<file path="config.mk">
export PLATFORM = sky130hd
export DESIGN_NAME = reset_source_control
export DESIGN_NICKNAME = d
export VERILOG_FILES = /design/src/core/rst_ctrl_pkg.sv /design/src/core/startup_delay.sv /design/src/core/reset_source_control.sv
export SDC_FILE = /design/constraint.sdc
export NUM_CORES = 1
export LEC_CHECK = 0
export ABC_AREA = 1
export BUFFER_PORTS_ARGS = -buffer_cell sky130_fd_sc_hd__buf_2
export CELL_PAD_IN_SITES_DETAIL_PLACEMENT = 1
export CELL_PAD_IN_SITES_GLOBAL_PLACEMENT = 2
export CORE_MARGIN = 5
export CORE_UTILIZATION = 26
export CTS_BUF_LIST = sky130_fd_sc_hd__clkbuf_8
export DETAILED_ROUTE_END_ITERATION = 8
export HOLD_SLACK_MARGIN = 0.02
export PLACE_DENSITY_LB_ADDON = 0.1
export SETUP_SLACK_MARGIN = 0.4
export SYNTH_ARGS = -nofsm -noshare
export SYNTH_HDL_FRONTEND = slang
export SYNTH_SLANG_ARGS = --single-unit
</file>
<file path="constraint.sdc">
create_clock -name sys_clk -period 2.9 [get_ports sys_clk]
set_input_delay 0.29 -clock sys_clk [delete_from_list [all_inputs] [get_ports sys_clk]]
set_output_delay 0.29 -clock sys_clk [all_outputs]
set_load 0.005 [all_outputs]
</file>
<file path="src/core/rst_ctrl_pkg.sv">
// Purpose: constants and types for the reset source controller
// Assumes: 100 MHz sys_clk, classic Wishbone register access
// Notes:   offsets are byte addresses of 32-bit words
//
// Behaviour
// - pin low past minimum width forces reset, even with no clock; here the width is counted in sys_clk cycles, so a clock is needed.
// - on pin release, delay counter runs time-out before processor release.
// - trip level fuses: 111 off, 110/101/100 levels, others reserved.
// - supply-drop indication asserts reset at once; release waits time-out.
// - watchdog reset is one clock pulse; delay counts from its falling edge.
// - bit 3 set by watchdog reset; cleared by power-on or written zero.
// - bit 2 set by supply-drop reset; cleared by power-on or written zero.
// - bit 1 set by pin reset; cleared by power-on or written zero.
// - bit 0 set by power-on; only a written zero clears it.
// - reference powered only while detection on or reference-select set.
// - time-out length chosen by start-up-time and clock-select fuses.
// - power-on indication reasserts reset immediately, without delay.
`default_nettype none
package rst_ctrl_pkg;

  localparam logic [7:0] status_off      = 8'h00;
  localparam logic [7:0] ref_sel_off     = 8'h04;
  localparam logic [7:0] irq_mask_off    = 8'h08;
  localparam logic [7:0] level_off       = 8'h0c;
  localparam logic [7:0] irq_status_off  = 8'h10;

  localparam int watchdog_bit   = 3;
  localparam int supply_bit     = 2;
  localparam int pin_bit        = 1;
  localparam int power_on_bit   = 0;

  localparam logic [2:0] level_disabled = 3'h7;
  localparam logic [2:0] level_1v8      = 3'h6;
  localparam logic [2:0] level_2v7      = 3'h5;
  localparam logic [2:0] level_4v3      = 3'h4;

  // pin pulse must be seen this long to count as a reset
  localparam int min_pulse_ns     = 2500;
  localparam int clk_period_ns    = 10;
  localparam int min_pulse_cycles = (min_pulse_ns + clk_period_ns - 1)
                                    / clk_period_ns;
  localparam logic [3:0] status_reset = 4'h1;

  typedef enum {st_hold, st_count, st_run} seq_state_t;

  typedef struct packed {
    logic power_low;
    logic supply_low;
    logic pin_low;
    logic watchdog;
  } reset_req_t;

endpackage
`default_nettype wire

</file>
<file path="src/core/startup_delay.sv">
// Purpose: start-up delay counter stretching the internal reset
// Assumes: sel picks one of 64 codes, giving 59 distinct time-out lengths
// Notes:   restarts whenever hold rises again
`timescale 1ns/1ns
`default_nettype none
module startup_delay import rst_ctrl_pkg::*; #(
  // the longest fuse choice, 64 << 15 plus 192, needs 22 bits
  parameter int          width = 22,
  parameter int          base  = 64
) (
  input  wire logic       sys_clk,
  input  wire logic       rst,
  input  wire logic       hold,
  input  wire logic [5:0] sel,
  output logic            done
);
  logic [width-1:0] count;
  logic [width-1:0] limit;

  always_comb begin
    limit = width'(base) << sel[5:2];
    limit = limit + (width'(base) * width'(sel[1:0]));
  end

  always_ff @(posedge sys_clk) begin
    if (rst || hold) begin
      count <= '0;
      done  <= 1'b0;
    end else if (!done) begin
      if (count >= limit) begin
        done <= 1'b1;
      end else begin
        count <= count + 1'b1;
      end
    end
  end
endmodule // startup_delay
`default_nettype wire

</file>
<file path="src/core/reset_source_control.sv">
// Purpose: reset source gathering, stretch, cause flags, reference power
// Assumes: comparator and pin inputs synchronous to sys_clk
// Notes:   wishbone classic slave, ack one cycle after request seen
//
// The implementer's own choices: the register offsets and the Wishbone register port.
`timescale 1ns/1ns
`default_nettype none
module reset_source_control import rst_ctrl_pkg::*; #(
  parameter int delay_width = 22
) (
  input  wire logic        sys_clk,
  input  wire logic        rst,
  input  wire logic        reset_pin_n,
  input  wire logic        supply_below_trip,
  input  wire logic        power_below_level,
  input  wire logic        watchdog_timeout,
  input  wire logic [2:0]  trip_level_fuses,
  input  wire logic [1:0]  startup_time_fuses,
  input  wire logic [3:0]  clock_select_fuses,
  input  wire logic        wb_cyc_i,
  input  wire logic        wb_stb_i,
  input  wire logic        wb_we_i,
  input  wire logic [7:0]  wb_adr_i,
  input  wire logic [3:0]  wb_sel_i,
  input  wire logic [31:0] wb_dat_i,
  output logic [31:0]      wb_dat_o,
  output logic             wb_ack_o,
  output logic             wb_err_o,
  output logic             internal_reset,
  output logic             watchdog_pulse,
  output logic             reference_power,
  output logic             irq
);

  ////////////////////////////////////////////////////////////////////////
  reset_req_t         req;
  logic [11:0]        pin_count;
  logic               pin_valid;
  logic               supply_enabled;
  logic               any_source;
  logic               delay_done;
  logic [3:0]         reset_cause_status;
  logic [3:0]         irq_mask;
  logic               comparator_ref_select;
  logic               power_seen;
  logic               access;
  logic               wr_status;
  logic [3:0]         set_bits;
  logic [3:0]         irq_status;
  logic               rd_irq_status;
  logic               watchdog_prev;

  always_comb begin
    case (trip_level_fuses)
      level_1v8, level_2v7, level_4v3: supply_enabled = 1'b1;
      default:                         supply_enabled = 1'b0;
    endcase
  end

  always_ff @(posedge sys_clk) begin
    if (rst || reset_pin_n) begin
      pin_count <= '0;
    end else if (!pin_valid) begin
      pin_count <= pin_count + 1'b1;
    end
  end
  assign pin_valid = pin_count >= 12'(min_pulse_cycles);

  always_ff @(posedge sys_clk) begin
    if (rst) begin
      watchdog_pulse <= 1'b0;
      watchdog_prev  <= 1'b0;
    end else begin
      // edge detect: a long expiry level still gives a single pulse
      watchdog_pulse <= watchdog_timeout && !watchdog_prev;
      watchdog_prev  <= watchdog_timeout;
    end
  end

  always_comb begin
    req.power_low  = power_below_level;
    req.supply_low = supply_enabled && supply_below_trip;
    req.pin_low    = pin_valid && !reset_pin_n;
    req.watchdog   = watchdog_pulse;
  end
  assign any_source = |req;

  ////////////////////////////////////////////////////////////////////////
  // delay after release
  startup_delay #(
    .width (delay_width)
  ) u_startup_delay (
    .sys_clk (sys_clk),
    .rst     (rst),
    .hold    (any_source),
    .sel     ({clock_select_fuses, startup_time_fuses}),
    .done    (delay_done)
  );

  always_ff @(posedge sys_clk) begin
    if (rst) begin
      internal_reset <= 1'b1;
    end else if (req.power_low) begin
      internal_reset <= 1'b1;
    end else begin
      internal_reset <= any_source || !delay_done;
    end
  end

  ////////////////////////////////////////////////////////////////////////
  assign access    = wb_cyc_i && wb_stb_i && !wb_ack_o && !wb_err_o;
  assign wr_status = access && wb_we_i && wb_adr_i == status_off
                     && wb_sel_i[0];
  assign rd_irq_status = access && !wb_we_i && wb_adr_i == irq_status_off;

  always_comb begin
    set_bits = '0;
    set_bits[watchdog_bit] = req.watchdog;
    set_bits[supply_bit]   = req.supply_low;
    set_bits[pin_bit]      = req.pin_low;
    set_bits[power_on_bit] = req.power_low && !power_seen;
  end

  always_ff @(posedge sys_clk) begin
    if (rst) begin
      power_seen <= 1'b0;
    end else begin
      power_seen <= req.power_low;
    end
  end

  always_ff @(posedge sys_clk) begin
    if (rst) begin
      reset_cause_status <= status_reset;
    end else if (req.power_low) begin
      // power-on clears the others but keeps its own flag set
      reset_cause_status <= status_reset;
    end else begin
      if (wr_status) begin
        reset_cause_status <= (reset_cause_status & wb_dat_i[3:0])
                              | set_bits;
      end else begin
        reset_cause_status <= reset_cause_status | set_bits;
      end
    end
  end

  // interrupt copy of the causes; a read clears it so that the cause
  // flags themselves only clear by a written zero or power-on, set beats clear
  always_ff @(posedge sys_clk) begin
    if (rst) begin
      irq_status <= '0;
    end else if (rd_irq_status) begin
      irq_status <= set_bits;
    end else begin
      irq_status <= irq_status | set_bits;
    end
  end

  always_ff @(posedge sys_clk) begin
    if (rst) begin
      irq_mask              <= '0;
      comparator_ref_select <= 1'b0;
    end else if (access && wb_we_i && wb_sel_i[0]) begin
      if (wb_adr_i == irq_mask_off) begin
        irq_mask <= wb_dat_i[3:0];
      end
      if (wb_adr_i == ref_sel_off) begin
        comparator_ref_select <= wb_dat_i[0];
      end
    end
  end

  always_ff @(posedge sys_clk) begin
    if (rst) begin
      reference_power <= 1'b0;
      irq             <= 1'b0;
    end else begin
      reference_power <= supply_enabled || comparator_ref_select;
      irq             <= |(irq_status & irq_mask);
    end
  end

  always_ff @(posedge sys_clk) begin
    if (rst) begin
      wb_ack_o <= 1'b0;
      wb_err_o <= 1'b0;
      wb_dat_o <= '0;
    end else begin
      wb_ack_o <= 1'b0;
      wb_err_o <= 1'b0;
      if (access) begin
        case (wb_adr_i)
          status_off: begin
            wb_ack_o <= 1'b1;
            wb_dat_o <= {28'h0, reset_cause_status};
          end
          ref_sel_off: begin
            wb_ack_o <= 1'b1;
            wb_dat_o <= {31'h0, comparator_ref_select};
          end
          irq_mask_off: begin
            wb_ack_o <= 1'b1;
            wb_dat_o <= {28'h0, irq_mask};
          end
          level_off: begin
            wb_ack_o <= 1'b1;
            wb_dat_o <= {29'h0, trip_level_fuses};
          end
          irq_status_off: begin
            wb_ack_o <= 1'b1;
            wb_dat_o <= {28'h0, irq_status};
          end
          default: begin
            wb_err_o <= 1'b1;
            wb_dat_o <= '0;
          end
        endcase
      end
    end
  end

endmodule // reset_source_control
`default_nettype wire

</file>
==> metrics.csv, run 1 <==
stage;metric;value;unit
run_status;status;complete, no violations;
setup_path;Crit Path Class;in2reg;
die;core footprint;0.0146;mm2
final_layout;Syn-to-layout area delta;21.4;%
grt;global route overflow;0;
yosys;most common cell in the synthesized netlist;nand2_1;
timing;Fmax;407;MHz
die;starting density of the core;0.267;
timing;fin. max-slew vios;0;
die;row count;44;
timing;worst hold slack;148;ps
final_layout;layout cells sized above 1;0.179;
grt;first-pass GRT wire length;18900;um
die;IO Count;100;
yosys;Mapped Area;0.00391;mm2
detailed_routing;vias per std cell;4.48;
detailed_routing;met2 wire len;5460;um
timing;unrepaired setup endpoints after global routing;true;
setup_path;Setup crit end kind;flip-flop;
yosys;share of synthesized flip-flops with an asynchronous set or reset;0;
final_layout;ANT cells;0;
timing;final hold violation count;0;
setup_path;Worst R2R Start;u_startup_delay.count[15];
timing;fin crit period;2460;ps
setup_path;source of the critical timing path;clock_select_fuses[0];
clocking;CTS tree;done;
power_and_ir_drop;PD cells;420;mW/mm2
yosys;top cell type's share of synthesized area;0.307;
detailed_routing;via count;3746;
yosys;Post-synth EDFFs;0;
yosys;Synth area leader;dfxtp_1;
die;die width;133;um
detailed_routing;WL met1;5110;um
timing;Worst-Margin Slew;570;ps
grt;largest net degree at the start of global routing;19;
timing;Final Skew;9.62;ps
detailed_routing;WL/cell;13.3;um
yosys;ys flop type;dfxtp_1;
timing;final setup fails;0;
timing;worst relative slew slack;0.619;
yosys;Mapped Cells;592;
run;max cap viols;0;
detailed_routing;Detail Route Antenna Nets;0;
placement;placed wire-length estimate;8770;um
yosys;Synth Register Bits;60;
final_layout;fin area;0.00474;mm2
yosys;top cells by area, synth;dfxtp_1, nand2_1, nor2_1;
clocking;Worst-Skew Late Latency;360;ps
power_and_ir_drop;Max VDD drop;0.000293;V
die;die area;0.0176;mm2
clocking;number of H-tree levels;3;
power_and_ir_drop;leakage;0.00212;uW
setup_path;CP endpoint;u_startup_delay.count[19];
detailed_routing;Top Layer Used;met4;
grt;number of global-route vias before repair;3920;
placement;IO buf count;40;
clocking;Clk pin slew, worst setup/hold paths;70;ps
worst_hold_path;Worst Hold Class;in2reg;
setup_path;data required time at the worst endpoint;3140;ps
yosys;sequential element share of the synthesized area;0.307;
detailed_routing;Iter 0 DRT Violations;75;
setup_path;startpoint types;input pin;
detailed_routing;DR WL met3;417;um
timing;Fin Setup TNS;0;ps
detailed_routing;Post-Route WL;11200;um
setup_path;CP max FO;6;
detailed_routing;drt drc;0;
clocking;CTS Buf Count;9;
grt;gr usage total;0.131;
power_and_ir_drop;Tot Pwr;1990;uW
clocking;clk root buf;clkbuf_8;
setup_path;R2R depth;15;
final_layout;Final Util;0.324;
yosys;count of cell types in the netlist;38;
clocking;CTS Buffer Depth;2;
yosys;synthesized area per cell;6.60;um2
placement;final RePlAce weighted congestion;0.769;
setup_path;R2R setup slack;940;ps
setup_path;r2r endpoint;u_startup_delay.count[19];
clocking;CTS sink cnt;60;
placement;DP Area;0.00434;mm2
setup_path;CP arrival;2690;ps
grt;initial antenna violation count;0;
yosys;Post-synth top cells;nand2_1, nor2_1, inv_1, dfxtp_1, nand4_1;
timing;period utilization;0.848;
die;die height;133;um
yosys;Synth warnings;0;
final_layout;Final #Nets;733;
detailed_routing;drt pass-1 iters;4;
-- layout by cell type (no fill, tap or decap), drive strengths merged, types with 10 or more instances in the layout --
cell    instances
nor3           10
dfxtp          60
buf            62
nand4          43
ha             22
conb           28
clkbuf         11
o21ai          23
nand3          37
nor2           99
a21oi          22
inv            92
nand2         121
-- cells by family (layout without fill, tap and decap cells) --
kind of cell,Yosys count,in the layout,share of synthesized area
other,1,28,0.000959
AO/OA/AOI/OAI,56,56,0.0784
flip-flops,60,60,0.307
adder cells (fa/ha/maj),23,23,0.0755
AND/OR/NAND/NOR,315,315,0.367
XOR/XNOR,2,2,0.00448
buffers and inverters,135,169,0.167
-- worst max-delay path: stages --
cell	delay, ps
buf_8	90
inv_4	40
nor4_4	300
ha_2	230
a21oi_2	40
a211oi_2	200
nand2_1	130
ha_4	300
nand2_4	50
inv_2	40
nand2_1	40
nor2_1	90
nand2_1	70
nor2_2	160
nor2_4	60
buf_12	140
buf_8	130
buf_6	110
nand3_2	50
nand2_1	50
nand2_1	50
nor2_1	40
-- layer usage --
layer	global-route usage	up-vias
met5	0	-
met4	0.0427	0
met3	0.0380	14
met2	0.223	52
met1	0.158	1721
li1	-	1959
-- cell type report --
cell class                      count  area (um2)
Fill cell                        1879        9900
Multi-Input combinational cell    424        2280
Sequential cell                    60        1200
Timing Repair Buffer               62         455
Inverter                           91         345
Tap cell                          184         230
Clock buffer                       11         151
Clock inverter                      5        76.3
-- where the power goes --
group,internal (uW),switching [uW],leakage [uW]
logic,106,157,0.00152
registers,837,10.9,0.000486
clock network,526,355,0.000122
-- flip-flops by register name (all words and copies together) (netlist names) --
| name | flops |
|---|---|
| power_seen | 1 |
| irq | 1 |
| watchdog_pulse | 1 |
| watchdog_prev | 1 |
| wb_ack_o | 1 |
| irq_mask | 4 |
| u_startup_delay.count | 22 |
| wb_err_o | 1 |
| irq_status | 4 |
| internal_reset | 1 |
| wb_dat_o | 4 |
| u_startup_delay.done | 1 |
| reference_power | 1 |
| comparator_ref_select | 1 |
| pin_count | 12 |
| reset_cause_status | 4 |
-- repair_timing --
action / 4_1_cts / 5_1_grt
endpoints found under the setup margin: 0 / 23
gates resized for setup: 0 / 40
endpoints found under the hold margin: 0 / 0
hold buffers: 0 / 0
buffers inserted: 0 / 4
-- per-stage QoR --
stage,std cells,setup slack (ps)
2_1_floorplan,619,406
3_3_place_gp,817,67.9
3_5_place_dp,817,47.0
4_1_cts,833,424
5_1_grt,837,320
6_report,837,442
-- worst min path at each step --
stage / from / cells past startpoint / slack, ps / endpoint
3_5_place_dp: watchdog_prev / 1 / 390 / watchdog_pulse
3_3_place_gp: watchdog_prev / 1 / 380 / watchdog_pulse
2_1_floorplan: watchdog_prev / 1 / 370 / watchdog_pulse
5_1_grt: watchdog_timeout / 3 / 150 / watchdog_prev
4_1_cts: watchdog_timeout / 3 / 120 / watchdog_prev
6_report: watchdog_timeout / 3 / 150 / watchdog_prev
Note: power is estimated with default switching activity, not from simulation.
==> run 2: changes to the inputs <==
==> constraint.sdc (replaced) <==
create_clock -name sys_clk -period 2.2 [get_ports sys_clk]
set_input_delay 0.22 -clock sys_clk [delete_from_list [all_inputs] [get_ports sys_clk]]
set_output_delay 0.22 -clock sys_clk [all_outputs]
set_load 0.005 [all_outputs]
==> run 2 against run 1 <==
Against the previous run:
- first-iteration DRC count rose by 13%
- design area rose by 1.7%
- sequential cell count did not move
- via count rose by 1.8%
- critical path type unchanged
- power rose by 26%
- combinational power rose by 38%
- final cell count rose by 0.60%
- count of clock-buffer cells in the layout fell by 2
- clock skew rose by 1.6 ps
- routed wire length rose by 6.2%
- the run now ends with negative setup slack left
==> metrics.csv, run 2 (synthesized netlist as in run 1, its figures left out) <==
stage;metric;value;unit;change
detailed_routing;drt drc;0;;unchanged
clocking;Worst-Skew Late Latency;360;ps;about the same
clocking;clk root buf;clkbuf_8;;
timing;fin. max-slew vios;0;;unchanged
final_layout;Largest register FFs;22;;unchanged
die;IO Count;100;;unchanged
grt;initial antenna violation count;0;;unchanged
run;max cap viols;0;;unchanged
detailed_routing;via count;3814;;+1.8%
final_layout;Final Util;0.329;;+0.00555
timing;period utilization;1.05;;
final_layout;biggest regs;u_startup_delay.count (22), pin_count (12);;
power_and_ir_drop;Sequential Power Share;0.444;;+0.018
timing;final setup fails;23;;+23
power_and_ir_drop;leakage;0.00213;uW;+0.18%
setup_path;most used cell, CP;nor2_1;;
die;die height;133;um;unchanged
setup_path;CP max FO;26;;+20
placement;final RePlAce weighted congestion;0.780;;+1.4%
final_layout;ANT cells;0;;unchanged
timing;worst relative slew slack;0.628;;+0.00961
final_layout;fin area;0.00482;mm2;+1.7%
clocking;Clk pin slew, worst setup/hold paths;80;ps;about the same
clocking;CTS Hold Bufs;0;;unchanged
final_layout;commonest non-fill, non-tap cell in the layout;nand2_1;;
detailed_routing;Detail Route Antenna Nets;0;;unchanged
setup_path;Worst Path Buf+Inv;4;;-2
final_layout;filler cell count;1842;;-2.0%
worst_hold_path;Worst Hold Launch;watchdog_timeout;;
timing;fin crit period;2320;ps;
clocking;number of H-tree levels;3;;unchanged
detailed_routing;WL/cell;14.1;um;+5.6%
detailed_routing;vias per std cell;4.53;;+1.2%
die;die area;0.0176;mm2;unchanged
detailed_routing;drt pass-1 iters;4;;unchanged
power_and_ir_drop;Sw Share;0.296;;+0.0341
final_layout;Syn-to-layout area delta;23.4;%;
detailed_routing;Iter 0 DRT Violations;85;;+13%
setup_path;CP cell instances;buf_8 > nor4_4 > ha_2 > fa_2 > inv_2 > ha_4 > nand2_4 > inv_2 > nand2_2 > nor2_2 > nand2_1 > nor2_2 > nor2_4 > buf_12 > nand2_2 > nor2_1 > nor2_1 > nor2_1;;
setup_path;slowest stage delay, CP;450;ps;+150 ps
setup_path;CP top delay family;simple AND/OR/NAND/NOR gates;;
die;core footprint;0.0146;mm2;unchanged
power_and_ir_drop;PD cells;521;mW/mm2;+24%
grt;grt peak-use layer;met2;;
placement;DP Area;0.00437;mm2;+0.78%
power_and_ir_drop;Max VDD drop;0.000344;V;+17%
worst_hold_path;Worst Hold Class;in2reg;;
setup_path;Setup crit end kind;flip-flop;;
grt;largest net degree at the start of global routing;27;;+8
run_status;status;complete, but fails checks;;
timing;Fin Setup TNS;-1690;ps;-1690 ps
grt;GR Layer Usage met3;0.0399;;+0.00190
clocking;CTS tree;done;;
setup_path;Crit Path Class;in2reg;;
clocking;CTS Buf Count;9;;unchanged
setup_path;startpoint types;input pin;;
timing;unrepaired setup endpoints after global routing;true;;
setup_path;R2R setup slack;300;ps;-640 ps
grt;gr usage total;0.137;;+0.00639
setup_path;Critical-path top delay cell;fa_2;;
clocking;CTS Buffer Depth;2;;unchanged
power_and_ir_drop;Tot Pwr;2520;uW;+26%
grt;met1 usage;0.158;;about the same
power_and_ir_drop;Clk pwr share;0.413;;-0.029
die;row count;44;;unchanged
timing;final hold violation count;0;;unchanged
timing;final worst setup slack;-118;ps;-560 ps
power_and_ir_drop;sw power;745;uW;+43%
detailed_routing;Post-Route WL;11900;um;+6.2%
placement;placed wire-length estimate;9110;um;+3.9%
timing;Final Skew;11.3;ps;+1.65 ps
final_layout;largest reg by FF count;u_startup_delay.count;;
clocking;CTS sink cnt;60;;unchanged
final_layout;Final #Nets;738;;+0.68%
power_and_ir_drop;combinational share of power;0.143;;+0.011
final_layout;most frequent cells in the layout;nand2_1, nor2_1, inv_1;;
setup_path;CP arrival;2610;ps;-80 ps
grt;number of global-route vias before repair;4073;;+3.9%
setup_path;source of the critical timing path;clock_select_fuses[3];;
run_status;failing checks;negative setup slack;;
grt;GR Util met2;0.245;;+0.0224
setup_path;Worst R2R Start;u_startup_delay.count[14];;
die;starting density of the core;0.267;;unchanged
grt;global route overflow;0;;unchanged
timing;Worst-Margin Slew;556;ps;-14.4 ps
power_and_ir_drop;Int Pwr;1770;uW;+21%
placement;IO buf count;40;;unchanged
final_layout;layout cells sized above 1;0.217;;+0.0382
grt;first-pass GRT wire length;19600;um;+3.9%
timing;Fmax;431;MHz;
setup_path;data required time at the worst endpoint;2490;ps;-650 ps
die;die width;133;um;unchanged
## run 2: power groups by stage
stage,Combinational (uW),Sequential [uW],Clock [uW]
CTS,338,1120,1110
global placement,304,1140,0
floorplan,240,1140,0
detailed placement,309,1140,0
finish,361,1120,1040
global route,404,1120,1140
## run 2: what timing repair did
item | in CTS | in global routing
buffers inserted | 2 | 1
resized for setup | 27 | 29
pin swaps | 16 | 25
hold endpoints to repair | 0 | 0
gates cloned | 1 | 0
endpoints found under the setup margin | 23 | 23
## run 2: layout make-up
class                           count  area [um2]  area share
Multi-Input combinational cell    424        2360       0.490
Sequential cell                    60        1200       0.249
Timing Repair Buffer               67         484       0.100
Inverter                           91         345      0.0716
Tap cell                          184         230      0.0477
Clock buffer                        9         124      0.0257
Clock inverter                      7        76.3      0.0158
## run 2: metal layers
metal  vias to the layer above  share of wire
met4                         0          0.013
li1                       1971              -
met3                        13          0.035
met2                        48           0.50
met5                         -              0
met1                      1782           0.45
## run 2: final timing paths
path                                    end  cells past startpoint
setup / recovery  u_startup_delay.count[18]                     18
hold / removal                watchdog_prev                      3
setup reg to reg  u_startup_delay.count[18]                     13
hold reg to reg              watchdog_pulse                      1
## run 2: worst min-delay path: stages
cell,delay (ps)
buf_2,70
inv_1,40
nor2_1,70
## run 2: metrics by stage
step | std cells | setup slack (ps) | hold slack [ps]
6_report | 842 | -118 | 69.2
5_1_grt | 842 | -251 | 51.9
3_3_place_gp | 822 | -430 | 382
4_1_cts | 841 | -33.9 | 37.2
2_1_floorplan | 619 | -199 | 336
3_5_place_dp | 822 | -476 | 388
